[src/debounce_pkg.sv]
// Constants shared by the octal input conditioner
package debounce_pkg;
  localparam int NUM_CH = 8;
  localparam int CLK_PERIOD_NS = 10;
  // Debounce times and current switching periods in ns
  localparam int DEB1_NS = 25_000;
  localparam int DEB2_NS = 750_000;
  localparam int DEB3_NS = 3_000_000;
  localparam int SW1_NS = 8_000;
  localparam int SW2_NS = 250_000;
  localparam int SW3_NS = 1_000_000;
  localparam int STABLE_TICKS = 3;
  localparam int TICK_DIV = STABLE_TICKS * CLK_PERIOD_NS;
  localparam int CNT_W = 17;
  // Filter clock periods in cycles, least time rounds up
  localparam logic [CNT_W-1:0] FILT_CYC_1 =
    CNT_W'((DEB1_NS + TICK_DIV - 1) / TICK_DIV);
  localparam logic [CNT_W-1:0] FILT_CYC_2 =
    CNT_W'((DEB2_NS + TICK_DIV - 1) / TICK_DIV);
  localparam logic [CNT_W-1:0] FILT_CYC_3 =
    CNT_W'((DEB3_NS + TICK_DIV - 1) / TICK_DIV);
  // Half switching periods in cycles for 50% duty
  localparam logic [CNT_W-1:0] SW_HALF_1 =
    CNT_W'(SW1_NS / (2 * CLK_PERIOD_NS));
  localparam logic [CNT_W-1:0] SW_HALF_2 =
    CNT_W'(SW2_NS / (2 * CLK_PERIOD_NS));
  localparam logic [CNT_W-1:0] SW_HALF_3 =
    CNT_W'(SW3_NS / (2 * CLK_PERIOD_NS));
  localparam logic [1:0] FSEL_OFF = 2'h0;
  localparam logic [1:0] FSEL_SHORT = 2'h1;
  localparam logic [1:0] FSEL_MID = 2'h2;
  localparam logic [1:0] FSEL_LONG = 2'h3;
  localparam logic [1:0] TICK_CNT_LAST = 2'(STABLE_TICKS - 1);
  // Register map
  localparam int ADDR_W = 8;
  localparam logic [ADDR_W-1:0] REG_CTRL_ADDR = 8'h00;
  localparam logic [ADDR_W-1:0] REG_STATUS_ADDR = 8'h04;
  localparam int CTRL_FSEL_LSB = 0;
  localparam int CTRL_TSEL_BIT = 2;
  localparam int STAT_OUT_LSB = 0;
  localparam int STAT_ALARM_BIT = 8;
  localparam int STAT_UV_BIT = 9;
  localparam int STAT_CUR_BIT = 10;
  localparam logic [1:0] CTRL_FSEL_RST = 2'h0;
  localparam logic CTRL_TSEL_RST = 1'b1;
  localparam logic [1:0] RESP_OKAY = 2'h0;
  localparam logic [1:0] RESP_SLVERR = 2'h2;
endpackage

[src/alarm_monitor.sv]
// Temperature and field supply alarm outputs
`timescale 1ns/1ps
module alarm_monitor (
  // Clock, reset, enable
  input wire logic mclk_i,
  input wire logic rst_i,
  input wire logic ce_i,
  // Analog monitor results
  input wire logic over_temp_i,
  input wire logic supply_below_off_i,
  input wire logic supply_above_on_i,
  input wire logic regulator_only_i,
  // Active low alarms
  output logic general_alarm_n_o,
  output logic undervoltage_alarm_n_o
);
  typedef struct packed {
    logic uv;
    logic gen_n;
    logic uv_n;
  } alarm_state_s;

  alarm_state_s s_reg;
  alarm_state_s s_next;

  always_comb
  begin
    s_next = s_reg;
    // enter undervoltage
    if (supply_below_off_i)
      s_next.uv = 1'b1;
    // leave only above on level
    else if (supply_above_on_i)
      s_next.uv = 1'b0;
    // regulator only forces alarms
    // general alarm is OR, active low
    s_next.uv_n = !(s_next.uv || regulator_only_i);
    // hot die raises general alarm
    s_next.gen_n = !(s_next.uv || regulator_only_i || over_temp_i);
  end

  always_ff @(posedge mclk_i)
  begin
    if (rst_i)
      s_reg <= '{uv: 1'b1, gen_n: 1'b0, uv_n: 1'b0};
    else if (ce_i)
      s_reg <= s_next;
  end

  assign general_alarm_n_o = s_reg.gen_n;
  assign undervoltage_alarm_n_o = s_reg.uv_n;

  chk_temp_alarm: assert property (
    @(posedge mclk_i) disable iff (rst_i)
    (ce_i && over_temp_i) |=> !general_alarm_n_o)
    else $error("Hot die without alarm");

  chk_uv_both_low: assert property (
    @(posedge mclk_i) disable iff (rst_i)
    (ce_i && supply_below_off_i)
    |=> !general_alarm_n_o && !undervoltage_alarm_n_o)
    else $error("Undervoltage not flagged on both");

  chk_uv_hysteresis: assert property (
    @(posedge mclk_i) disable iff (rst_i)
    (ce_i && s_reg.uv && !supply_above_on_i)
    |=> !undervoltage_alarm_n_o)
    else $error("Undervoltage released early");

  chk_regulator_only: assert property (
    @(posedge mclk_i) disable iff (rst_i)
    (ce_i && regulator_only_i) |=> !general_alarm_n_o[*1]
      ##0 !undervoltage_alarm_n_o)
    else $error("Alarms not forced in regulator mode");
endmodule // alarm_monitor

[src/channel_debounce.sv]
// One channel of the glitch filter
`timescale 1ns/1ps
module channel_debounce (
  // Clock, reset, enable
  input wire logic mclk_i,
  input wire logic rst_i,
  input wire logic ce_i,
  // Filter timing
  input wire logic tick_i,
  input wire logic bypass_i,
  // Comparator result and filtered level
  input wire logic raw_i,
  output logic accepted_o
);
  typedef struct packed {
    logic acc;
    logic [1:0] cnt;
  } chan_state_s;

  chan_state_s s_reg;
  chan_state_s s_next;

  always_comb
  begin
    s_next = s_reg;
    if (bypass_i)
    begin
      s_next.acc = raw_i;
      s_next.cnt = '0;
    end
    // drop short change
    else if (raw_i == s_reg.acc)
      s_next.cnt = '0;
    // three stable ticks
    else if (tick_i)
    begin
      if (s_reg.cnt == debounce_pkg::TICK_CNT_LAST)
      begin
        s_next.acc = raw_i;
        s_next.cnt = '0;
      end
      else
        s_next.cnt = s_reg.cnt + 2'h1;
    end
  end

  always_ff @(posedge mclk_i)
  begin
    if (rst_i)
      s_reg <= '0;
    else if (ce_i)
      s_reg <= s_next;
  end

  assign accepted_o = s_reg.acc;

  chk_accept_three: assert property (
    @(posedge mclk_i) disable iff (rst_i)
    (ce_i && !bypass_i && tick_i && raw_i != s_reg.acc
      && s_reg.cnt == debounce_pkg::TICK_CNT_LAST)
    |=> accepted_o == $past(raw_i))
    else $error("Stable change not accepted");

  chk_glitch_dropped: assert property (
    @(posedge mclk_i) disable iff (rst_i)
    (ce_i && !bypass_i && raw_i == s_reg.acc)
    |=> s_reg.cnt == 2'h0 && accepted_o == $past(accepted_o))
    else $error("Short glitch not discarded");
endmodule // channel_debounce

[src/octal_input_top.sv]
// Octal input conditioner with AXI4-Lite control
// Behaviour
// Filter select code 0 none, 1 25us, 2 0.75ms, 3 3ms
// A change is accepted only after three stable filter clock ticks
// Filter clock period is one third of the debounce time
// A change that does not persist is dropped, old state kept
// Each channel's filtered level drives its own logic output
// Comparator result 1 means sensor on, 0 off
// Threshold select 1 industrial trip points, 0 CMOS near 2.5V
// Filter clock toggles input current between full and one fifth
// Current switching spends equal time at each level
// Switch period per code: off, 8us, 0.25ms, 1ms
// Over-temperature raises the general alarm
// Supply below off level raises both alarms
// Both alarms release only above the on level
// Regulator-only supply holds both alarms active
// Alarms active low; general alarm ORs temperature and supply
// Eight independent channel filters share one filter clock
//
// Our own choices: the AXI4-Lite register port and the register offsets.
`timescale 1ns/1ps
module octal_input_top #(
  parameter logic [debounce_pkg::CNT_W-1:0] FILT_CYC_2 =
    debounce_pkg::FILT_CYC_2,
  parameter logic [debounce_pkg::CNT_W-1:0] FILT_CYC_3 =
    debounce_pkg::FILT_CYC_3,
  parameter logic [debounce_pkg::CNT_W-1:0] SW_HALF_2 =
    debounce_pkg::SW_HALF_2,
  parameter logic [debounce_pkg::CNT_W-1:0] SW_HALF_3 =
    debounce_pkg::SW_HALF_3
) (
  // Clock, reset, enable
  input wire logic mclk_i,
  input wire logic rst_i,
  input wire logic ce_i,
  // Comparator results and monitors
  input wire logic [debounce_pkg::NUM_CH-1:0] field_input_i,
  input wire logic over_temp_i,
  input wire logic supply_below_off_i,
  input wire logic supply_above_on_i,
  input wire logic regulator_only_i,
  // Outputs to controller and analog front end
  output logic [debounce_pkg::NUM_CH-1:0] logic_output_o,
  output logic general_alarm_n_o,
  output logic undervoltage_alarm_n_o,
  output logic current_reduced_o,
  output logic threshold_select_o,
  // AXI4-Lite write channels
  input wire logic [debounce_pkg::ADDR_W-1:0] s_axi_awaddr_i,
  input wire logic s_axi_awvalid_i,
  output logic s_axi_awready_o,
  input wire logic [31:0] s_axi_wdata_i,
  input wire logic [3:0] s_axi_wstrb_i,
  input wire logic s_axi_wvalid_i,
  output logic s_axi_wready_o,
  output logic [1:0] s_axi_bresp_o,
  output logic s_axi_bvalid_o,
  input wire logic s_axi_bready_i,
  // AXI4-Lite read channels
  input wire logic [debounce_pkg::ADDR_W-1:0] s_axi_araddr_i,
  input wire logic s_axi_arvalid_i,
  output logic s_axi_arready_o,
  output logic [31:0] s_axi_rdata_o,
  output logic [1:0] s_axi_rresp_o,
  output logic s_axi_rvalid_o,
  input wire logic s_axi_rready_i
);
  localparam int CW = debounce_pkg::CNT_W;

  typedef struct packed {
    logic [1:0] fsel;
    logic tsel;
    logic [CW-1:0] filt_cnt;
    logic [CW-1:0] sw_cnt;
    logic cur_red;
    logic aw_full;
    logic [debounce_pkg::ADDR_W-1:0] awaddr;
    logic w_full;
    logic [31:0] wdata;
    logic [3:0] wstrb;
    logic bvalid;
    logic [1:0] bresp;
    logic rvalid;
    logic [31:0] rdata;
    logic [1:0] rresp;
  } top_state_s;

  localparam top_state_s RESET_STATE = '{
    fsel: debounce_pkg::CTRL_FSEL_RST,
    tsel: debounce_pkg::CTRL_TSEL_RST,
    default: '0
  };

  top_state_s s_reg;
  top_state_s s_next;

  // Count for a select code, zero when filtering is off
  function automatic logic [CW-1:0] pick_count(
    input logic [1:0] code,
    input logic [CW-1:0] c1,
    input logic [CW-1:0] c2,
    input logic [CW-1:0] c3
  );
    case (code)
      debounce_pkg::FSEL_SHORT: pick_count = c1;
      debounce_pkg::FSEL_MID: pick_count = c2;
      debounce_pkg::FSEL_LONG: pick_count = c3;
      default: pick_count = '0;
    endcase
  endfunction

  function automatic logic is_mapped(
    input logic [debounce_pkg::ADDR_W-1:0] addr
  );
    is_mapped = (addr == debounce_pkg::REG_CTRL_ADDR) ||
      (addr == debounce_pkg::REG_STATUS_ADDR);
  endfunction

  logic [CW-1:0] filt_lim;
  logic [CW-1:0] sw_lim;
  logic filt_off;
  logic filt_tick;
  logic sw_tick;
  logic do_write;
  logic aw_hs;
  logic w_hs;
  logic ar_hs;
  logic [31:0] status_word;
  logic [31:0] ctrl_word;

  // debounce time per code
  // tick every third of debounce time
  assign filt_lim = pick_count(s_reg.fsel, debounce_pkg::FILT_CYC_1,
    FILT_CYC_2, FILT_CYC_3);
  // half switching period per code
  assign sw_lim = pick_count(s_reg.fsel, debounce_pkg::SW_HALF_1,
    SW_HALF_2, SW_HALF_3);
  assign filt_off = (s_reg.fsel == debounce_pkg::FSEL_OFF);
  assign filt_tick = !filt_off && (s_reg.filt_cnt >= filt_lim - CW'(1));
  assign sw_tick = !filt_off && (s_reg.sw_cnt >= sw_lim - CW'(1));

  assign s_axi_awready_o = ce_i && !s_reg.aw_full;
  assign s_axi_wready_o = ce_i && !s_reg.w_full;
  assign s_axi_arready_o = ce_i && !s_reg.rvalid;
  assign aw_hs = s_axi_awvalid_i && s_axi_awready_o;
  assign w_hs = s_axi_wvalid_i && s_axi_wready_o;
  assign ar_hs = s_axi_arvalid_i && s_axi_arready_o;
  assign do_write = s_reg.aw_full && s_reg.w_full && !s_reg.bvalid;

  always_comb
  begin
    ctrl_word = '0;
    ctrl_word[debounce_pkg::CTRL_FSEL_LSB +: 2] = s_reg.fsel;
    ctrl_word[debounce_pkg::CTRL_TSEL_BIT] = s_reg.tsel;
    status_word = '0;
    status_word[debounce_pkg::STAT_OUT_LSB +: debounce_pkg::NUM_CH] =
      logic_output_o;
    status_word[debounce_pkg::STAT_ALARM_BIT] = general_alarm_n_o;
    status_word[debounce_pkg::STAT_UV_BIT] = undervoltage_alarm_n_o;
    status_word[debounce_pkg::STAT_CUR_BIT] = s_reg.cur_red;
  end

  always_comb
  begin
    s_next = s_reg;
    // Filter clock divider
    if (filt_off || filt_tick)
      s_next.filt_cnt = '0;
    else
      s_next.filt_cnt = s_reg.filt_cnt + CW'(1);
    // reduced current phase
    // equal half periods
    if (filt_off)
    begin
      s_next.sw_cnt = '0;
      s_next.cur_red = 1'b0;
    end
    else if (sw_tick)
    begin
      s_next.sw_cnt = '0;
      s_next.cur_red = !s_reg.cur_red;
    end
    else
      s_next.sw_cnt = s_reg.sw_cnt + CW'(1);
    // Write address and data held until both present
    if (aw_hs)
    begin
      s_next.aw_full = 1'b1;
      s_next.awaddr = s_axi_awaddr_i;
    end
    if (w_hs)
    begin
      s_next.w_full = 1'b1;
      s_next.wdata = s_axi_wdata_i;
      s_next.wstrb = s_axi_wstrb_i;
    end
    if (do_write)
    begin
      s_next.aw_full = 1'b0;
      s_next.w_full = 1'b0;
      s_next.bvalid = 1'b1;
      s_next.bresp = is_mapped(s_reg.awaddr) ?
        debounce_pkg::RESP_OKAY : debounce_pkg::RESP_SLVERR;
      // threshold select from software
      if (s_reg.awaddr == debounce_pkg::REG_CTRL_ADDR && s_reg.wstrb[0])
      begin
        // restart dividers on a new code
        if (s_reg.wdata[debounce_pkg::CTRL_FSEL_LSB +: 2] != s_reg.fsel)
        begin
          s_next.filt_cnt = '0;
          s_next.sw_cnt = '0;
        end
        s_next.fsel = s_reg.wdata[debounce_pkg::CTRL_FSEL_LSB +: 2];
        s_next.tsel = s_reg.wdata[debounce_pkg::CTRL_TSEL_BIT];
      end
    end
    else if (s_reg.bvalid && s_axi_bready_i)
      s_next.bvalid = 1'b0;
    // Read
    if (ar_hs)
    begin
      s_next.rvalid = 1'b1;
      s_next.rresp = is_mapped(s_axi_araddr_i) ?
        debounce_pkg::RESP_OKAY : debounce_pkg::RESP_SLVERR;
      case (s_axi_araddr_i)
        debounce_pkg::REG_CTRL_ADDR: s_next.rdata = ctrl_word;
        debounce_pkg::REG_STATUS_ADDR: s_next.rdata = status_word;
        default: s_next.rdata = '0;
      endcase
    end
    else if (s_reg.rvalid && s_axi_rready_i)
      s_next.rvalid = 1'b0;
  end

  always_ff @(posedge mclk_i)
  begin
    if (rst_i)
      s_reg <= RESET_STATE;
    else if (ce_i)
      s_reg <= s_next;
  end

  assign s_axi_bvalid_o = s_reg.bvalid;
  assign s_axi_bresp_o = s_reg.bresp;
  assign s_axi_rvalid_o = s_reg.rvalid;
  assign s_axi_rdata_o = s_reg.rdata;
  assign s_axi_rresp_o = s_reg.rresp;
  assign current_reduced_o = s_reg.cur_red;
  // trip points chosen in the analog comparators
  assign threshold_select_o = s_reg.tsel;

  // one filter per channel, shared tick
  // parallel outputs
  for (genvar g = 0; g < debounce_pkg::NUM_CH; g++)
  begin : g_ch
    channel_debounce u_ch (
      .mclk_i(mclk_i),
      .rst_i(rst_i),
      .ce_i(ce_i),
      .tick_i(filt_tick),
      .bypass_i(filt_off),
      .raw_i(field_input_i[g]),
      .accepted_o(logic_output_o[g])
    );
  end

  alarm_monitor u_alarm (
    .mclk_i(mclk_i),
    .rst_i(rst_i),
    .ce_i(ce_i),
    .over_temp_i(over_temp_i),
    .supply_below_off_i(supply_below_off_i),
    .supply_above_on_i(supply_above_on_i),
    .regulator_only_i(regulator_only_i),
    .general_alarm_n_o(general_alarm_n_o),
    .undervoltage_alarm_n_o(undervoltage_alarm_n_o)
  );

  chk_no_filter_pass: assert property (
    @(posedge mclk_i) disable iff (rst_i)
    (ce_i && filt_off) |=> logic_output_o == $past(field_input_i))
    else $error("Code zero did not pass input through");

  chk_short_tick: assert property (
    @(posedge mclk_i) disable iff (rst_i)
    (filt_tick && s_reg.fsel == debounce_pkg::FSEL_SHORT)
    |-> s_reg.filt_cnt == debounce_pkg::FILT_CYC_1 - CW'(1))
    else $error("Short filter tick at wrong count");

  chk_long_tick: assert property (
    @(posedge mclk_i) disable iff (rst_i)
    (filt_tick && s_reg.fsel == debounce_pkg::FSEL_LONG)
    |-> s_reg.filt_cnt == FILT_CYC_3 - CW'(1))
    else $error("Long filter tick at wrong count");

  chk_current_toggle: assert property (
    @(posedge mclk_i) disable iff (rst_i)
    (ce_i && sw_tick) |=> current_reduced_o != $past(current_reduced_o))
    else $error("Current phase did not toggle");

  chk_half_period: assert property (
    @(posedge mclk_i) disable iff (rst_i)
    (ce_i && !sw_tick && !filt_off)
    |=> current_reduced_o == $past(current_reduced_o))
    else $error("Current phase changed mid half period");

  chk_off_full_current: assert property (
    @(posedge mclk_i) disable iff (rst_i)
    (filt_off && $past(filt_off) && $past(ce_i)) |-> !current_reduced_o)
    else $error("Switching active with code zero");

  chk_tsel_write: assert property (
    @(posedge mclk_i) disable iff (rst_i)
    (ce_i && do_write && s_reg.wstrb[0]
      && s_reg.awaddr == debounce_pkg::REG_CTRL_ADDR)
    |=> threshold_select_o ==
      $past(s_reg.wdata[debounce_pkg::CTRL_TSEL_BIT]))
    else $error("Threshold select not written");

  chk_alarm_or: assert property (
    @(posedge mclk_i) disable iff (rst_i)
    !undervoltage_alarm_n_o |-> !general_alarm_n_o)
    else $error("Supply alarm missing from general alarm");
endmodule // octal_input_top
[config.mk]
export PLATFORM = sky130hd
export DESIGN_NAME = octal_input_top
export DESIGN_NICKNAME = d
export VERILOG_FILES = /design/src/debounce_pkg.sv /design/src/alarm_monitor.sv /design/src/channel_debounce.sv /design/src/octal_input_top.sv
export SDC_FILE = /design/constraint.sdc
export NUM_CORES = 1
export LEC_CHECK = 0
export ABC_AREA = 1
export BUFFER_PORTS_ARGS = -buffer_cell sky130_fd_sc_hd__clkbuf_2
export CORE_MARGIN = 3
export CORE_UTILIZATION = 51
export DETAILED_ROUTE_END_ITERATION = 10
export GPL_ROUTABILITY_DRIVEN = 0
export HOLD_SLACK_MARGIN = 0.03
export PLACE_DENSITY = 0.88
export SETUP_SLACK_MARGIN = 0.02
export SLEW_MARGIN = 30
export SYNTH_ARGS = -nofsm -noshare
export SYNTH_HDL_FRONTEND = slang
export SYNTH_HIERARCHICAL = 1
export SYNTH_SLANG_ARGS = --single-unit
[constraint.sdc]
create_clock -name mclk_i -period 4.17 [get_ports mclk_i]
set_input_delay 1.0425 -clock mclk_i [delete_from_list [all_inputs] [get_ports mclk_i]]
set_output_delay 1.0425 -clock mclk_i [all_outputs]
set_load 0.02 [all_outputs]
==> flow_summary.toml, run 1 <==
[route]
drc = 0
dr_total_vias = 6185
viasPerCell = 5.304
totalWireLength_um = 14930
dr.pass1.iters = 5
ant_nets = 0
wire_per_inst_um = 12.80
drt_iter0_markers = 465

[clock_network]
clock_sinks = 94
cts.reportedPaths.clkPinSlew_ps = 70
cts_setup_buffers = 0
clockBufferDepth = 2
ctsResizeCount = 0
clock_latency_ps = 350
cts_tree = "built"
cts_hold_buf = 0
cts_buffers = 9
root_buffer = "clkbuf_16"
htree_num_levels = 3

[critical_path]
crit_type = "flop to flop"
critPathLaunch = "ctrl_word[0]"
cp.required_ps = 4440
cp.arrival_ps = 3690
worstRegToRegCells = 22
r2r-end = "g_ch[3].u_ch/s_reg[1]"
rr_startpoint = "ctrl_word[0]"
cp_max_fo = 10
cp-end-kind = "flop"
worst-r2r-setup-slack_ps = 750
crit_path_start_kind = "flop"

[flow_run]
drv_cap = 0

[global_route]
overflow = 0
grt_pass1_vias = 5749
grt_start_max_net_pins = 66
antenna_found_initial = 0
grt_pass1_wl_um = 25620
grt_util_all_layers_pct = 21.45

[timing]
finalMaxSlewViolations = 0
setup_viol = 0
clock_skew_ps = 6.354
min_period_over_period_pct = 82.02
fmax_mhz = 292.4
tns_ps = 0
whs_ps = 454.5
rsz0062_at_grt = "no"
tightest_slew_ps = 773.0
hold_viol = 0
fin_crit_ps = 3420
slew_headroom_pct = 48.41

[die]
row_count = 40
die_x_um = 117.6
start_util_pct = 52.48
core_area_um2 = 12110
dieHeight_um = 117.6
io_pins = 125
die_area_um2 = 13840

[min_path]
min-delay-start = "s_reg[44]"
holdPathStages = 2
min_path_type = "flop to flop"
whs_endpoint = "s_reg[44]"

[layout]
diodes = 0
nets = 1103
drive_above_1_share_pct = 12.83
syn2layout_area_growth_pct = 9.291
largest_register_ffs = 48

[power_and_ir_drop]
sequentialPowerShare_pct = 48.1
pwr_density_cell_nw_per_um2 = 281.5
power_frac_comb_pct = 11.1
p_int_uw = 1403
power.net_switching_uw = 552.3
vdd_ir_drop_max_mv = 0.2737
power_frac_clock_pct = 40.9
p_leak_uw = 0.003208
switching_share_pct = 28.25

[logic_synthesis]
ys_seq_area_share_pct = 29.61
syn-mean-instance-area_um2 = 6.747
synth.area.top_cells = "dfxtp_1 (30%), nand2_1 (12%), ha_1 (7.5%), inv_1 (7.4%), a21oi_1 (7.1%)"
synth_top_area_cell = "dfxtp_1"
synth.top_cell.area_share_pct = 29.61
netlist_top_cells_count = "nand2_1 (195), inv_1 (125), dfxtp_1 (94), a21oi_1 (90), nand3_1 (81)"
synthArstFlopShare_pct = 0
synth_cell_types = 39
synth_seq_cells = 94
yosysMostFrequentCell = "nand2_1"
synthesis.area_um2 = 6356
ys.flop_type = "dfxtp_1"
yosys_warnings = 6
syn_inst = 942
synth_edf_count = 0

[place]
portBuffers = 69
dp_hpwl_um = 10550

[run_status]
status = "finished clean"
[layout by cell type, fill, tap and decap left out, types with 23 or more instances in the layout]
cell,synthesis,routed
clkbuf_2,0,69
a21oi_1,90,90
nor2_1,72,72
nor3_1,29,29
nand3_1,81,81
conb_1,1,23
o21ai_0,27,27
nand4_1,42,42
inv_1,125,125
xor2_1,24,24
dfxtp_1,94,94
ha_1,38,38
nand2_1,195,195
[power by group through the flow]
stage / registers [uW] / logic, uW / clock network, uW
6_report: 940 / 217 / 799
5_1_grt: 942 / 243 / 846
4_1_cts: 939 / 216 / 811
3_5_place_dp: 960 / 215 / 0
3_3_place_gp: 959 / 210 / 0
2_1_floorplan: 964 / 165 / 0
[final cells by class]
| type | instances | area, um^2 |
|---|---|---|
| repair buffers | 75 | 390.4 |
| well taps | 168 | 210.2 |
| clock inverters | 7 | 63.81 |
| multi-input cells | 683 | 3687 |
| flip-flops and latches | 94 | 1882 |
| inverters | 130 | 488.0 |
| clock buffers | 9 | 225.2 |
| fillers | 1094 | 5165 |
[per-layer routing]
layer / routed length, um / global-route usage (%) / part of all wire [%] / vias up
met5: 0 / 0 / 0 / -
met4: 367 / 8.938 / 2.5 / 0
met3: 1034 / 4.277 / 6.9 / 30
met2: 6997 / 36.08 / 47 / 218
met1: 6527 / 26.82 / 44 / 2800
li1: - / - / - / 3137
[worst max path at each step]
stage | to | slack, ps | depth (start not counted)
floorplan | g_ch[0].u_ch/accepted_o | 70 | 23
global placement | g_ch[4].u_ch/s_reg[0] | 950 | 22
detailed placement | g_ch[3].u_ch/s_reg[1] | 870 | 22
CTS | g_ch[3].u_ch/s_reg[1] | 810 | 22
global route | g_ch[7].u_ch/s_reg[0] | 450 | 19
finish | g_ch[3].u_ch/s_reg[1] | 750 | 22
[worst max-delay path, stage by stage (launching register included)]
cell and delay (ps):
dfxtp_1 460, inv_1 150, ha_1 290, inv_1 130, ha_1 240, inv_1 110
ha_1 240, nand2_1 120, nor2_1 60, nand2_1 50, nor2_1 40, nand3_1 90
nand2_1 70, nor2_2 180, nand2_1 140, inv_2 180, nor2_1 60, buf_4 210
nor2_2 140, nor2_4 60, inv_1 80, nand3_1 80, a21oi_1 140
[kinds of logic after synthesis]
logic type | after synthesis | synth area share (%)
buffers and inverters | 187 | 13.68
xor gates and xnor gates | 30 | 4.134
adders and majority gates | 38 | 7.480
other | 1 | 0.05900
AOI/OAI and AO/OA | 128 | 10.53
and+or+nand+nor | 464 | 34.51
DFF | 94 | 29.61
[through the flow]
step | area, um^2 | std cells | setup slack, ps | total power [uW] | util [%]
2_1_floorplan | 6439 | 964 | 74.98 | 1129 | -
3_3_place_gp | 6658 | 1150 | 948.1 | 1169 | 54.97
3_5_place_dp | 6658 | 1150 | 869.5 | 1174 | 54.97
4_1_cts | 6947 | 1166 | 812.6 | 1966 | 57.36
5_1_grt | 6947 | 1166 | 447.4 | 2031 | 57.36
6_report | 6947 | 1166 | 749.8 | 1955 | 57.36
No activity file was read; power rests on OpenSTA's default activity.
==> run 2: changes to the inputs <==
==> constraint.sdc (replaced) <==
create_clock -name mclk_i -period 2.9 [get_ports mclk_i]
set_input_delay 0.725 -clock mclk_i [delete_from_list [all_inputs] [get_ports mclk_i]]
set_output_delay 0.725 -clock mclk_i [all_outputs]
set_load 0.02 [all_outputs]
==> run 2 against run 1 <==
Effect of this change:
- clock power is 46% higher
- die area is the same
- worst setup slack lost 660 ps
- combinational power is 49% higher
- power is 45% higher
- critical path type unchanged
- largest cell class unchanged
==> flow_summary.toml, run 2 (synthesis results as in run 1) <==
[run_status]
status = "finished clean"

[layout]
final_cell_mix = "nand2_1 (192), inv_1 (112), dfxtp_1 (92)"
register_area_um2 = 1889
drive_above_1_share_pct = 18.80
nets = 1121
syn2layout_area_growth_pct = 15.12
n_fill_cell = 1044
diodes = 0
layout_commonest_cell = "nand2_1"
largest_register_ffs = 48
multi_input_area_um2 = 3884
post-route-util_pct = 60.41

[timing]
whs_ps = 456.4
finalMaxSlewViolations = 0
clock_skew_ps = 5.246
hold_viol = 0
fin_crit_ps = 2806
tightest_slew_ps = 769.8
slew_headroom_pct = 48.62
min_period_over_period_pct = 96.74
rsz0062_at_grt = "yes"
fmax_mhz = 356.4
setup_viol = 0

[route]
totalWireLength_um = 15480
drt_iter0_markers = 485
met2_length_um = 7461
dr.pass1.iters = 5
m1WireLength_um = 6913
dr_total_vias = 6247
top_layer_used = "met4"
drc = 0
viasPerCell = 5.276
dr_wl_met3_um = 791
ant_nets = 0
wire_per_inst_um = 13.07

[die]
dieHeight_um = 117.6
core_area_um2 = 12110
io_pins = 125
row_count = 40
start_util_pct = 52.48
die_area_um2 = 13840
die_x_um = 117.6

[min_path]
min_path_type = "flop to flop"
whs_endpoint = "s_reg[78]"
min-delay-start = "s_reg[78]"
holdPathStages = 2

[critical_path]
crit_chain = "inv_4, ha_4, inv_6, ha_4, inv_4, ha_4, nand2_4, nor2_2, nand2_1, nor2_1, nand3_1, nand2_2, nor2_4, nand2_2, inv_2, nor2_4, buf_12, nor2_2, nor2_4, inv_2, nand3_1, a21oi_1"
rr_startpoint = "ctrl_word[1]"
cp.arrival_ps = 3010
crit_path_start_kind = "flop"
worst-r2r-setup-slack_ps = 90
slowest_stage = "dfxtp_4"
cp-end-kind = "flop"
r2r-end = "g_ch[6].u_ch/s_reg[1]"
cp_num_buf_inv = 6
cp_top_family = "simple AND/OR/NAND/NOR gates"
worstRegToRegCells = 22
max_stage_delay_ps = 380
crit_type = "flop to flop"
cp_max_fo = 8
cp.required_ps = 3100

[clock_network]
cts_buffers = 9
htree_num_levels = 3
clockBufferDepth = 2
cts_tree = "built"
clock_latency_ps = 350
clock_sinks = 94
cts.reportedPaths.clkPinSlew_ps = 70
cts_hold_buf = 0
root_buffer = "clkbuf_16"

[power_and_ir_drop]
sequentialPowerShare_pct = 47.5
pwr_density_cell_nw_per_um2 = 387.9
p_leak_uw = 0.003356
p_int_uw = 2022
power_frac_clock_pct = 41.1
vdd_ir_drop_max_mv = 0.3506
power_frac_comb_pct = 11.4
switching_share_pct = 28.77
power.net_switching_uw = 816.6
totalPowerFinal_uw = 2839

[global_route]
grt_start_max_net_pins = 66
overflow = 0
grt_pass1_wl_um = 25590
grt_util_all_layers_pct = 21.52
antenna_found_initial = 0
grt_pass1_vias = 5807

[place]
dp_hpwl_um = 10910
portBuffers = 69

[flow_run]
drv_cap = 0
-- run 2: power by group through the flow --
stage / clock, uW / sequential (uW) / combinational, uW
6_report: 1170 / 1350 / 323
3_5_place_dp: 0 / 1380 / 308
3_3_place_gp: 0 / 1380 / 302
4_1_cts: 1180 / 1350 / 310
5_1_grt: 1220 / 1350 / 361
2_1_floorplan: 0 / 1380 / 236
-- run 2: area by class of cell --
cell class,count,area share (%)
Tap cell,168,2.873
Sequential cell,94,25.82
Clock inverter,7,0.9234
Clock buffer,9,3.078
Timing Repair Buffer,93,7.353
Multi-Input combinational cell,683,53.08
Inverter,130,6.874
-- run 2: routing by layer --
layer / GRT usage (%) / up-vias
li1: - / 3169
met1: 26.74 / 2864
met2: 36.69 / 185
met3: 4.277 / 29
met4: 8.425 / 0
met5: 0 / -
-- run 2: worst max path at each step --
stage | start | endpoint | cells after the start
6_report | ctrl_word[1] | g_ch[6].u_ch/s_reg[1] | 22
5_1_grt | ctrl_word[1] | g_ch[5].u_ch/s_reg[1] | 22
4_1_cts | ctrl_word[0] | g_ch[4].u_ch/s_reg[1] | 22
3_5_place_dp | ctrl_word[1] | g_ch[4].u_ch/s_reg[1] | 19
3_3_place_gp | ctrl_word[0] | g_ch[7].u_ch/s_reg[0] | 22
2_1_floorplan | ctrl_word[1] | g_ch[0].u_ch/accepted_o | 23
-- run 2: timing repair --
action | in CTS | in global routing
gates cloned | 0 | 0
buffers inserted | 0 | 7
pin swaps | 0 | 33
resized for setup | 1 | 42
setup endpoints to repair | 1 | 31
-- run 2: stage by stage --
stage,instance area [um^2],TNS [ps],cells,setup slack [ps]
after floorplan,6505,-1071,964,-52.13
after global placement,6815,0,1161,152.0
after detailed placement,6815,0,1161,99.18
after CTS,7111,0,1177,23.53
after global routing,7317,-124.4,1184,-22.09
final,7317,0,1184,94.40
-- run 2: worst min-delay path, stage by stage, from the launching register on --
cell and delay (ps):
dfxtp_1 300, inv_1 60, a21oi_1 50
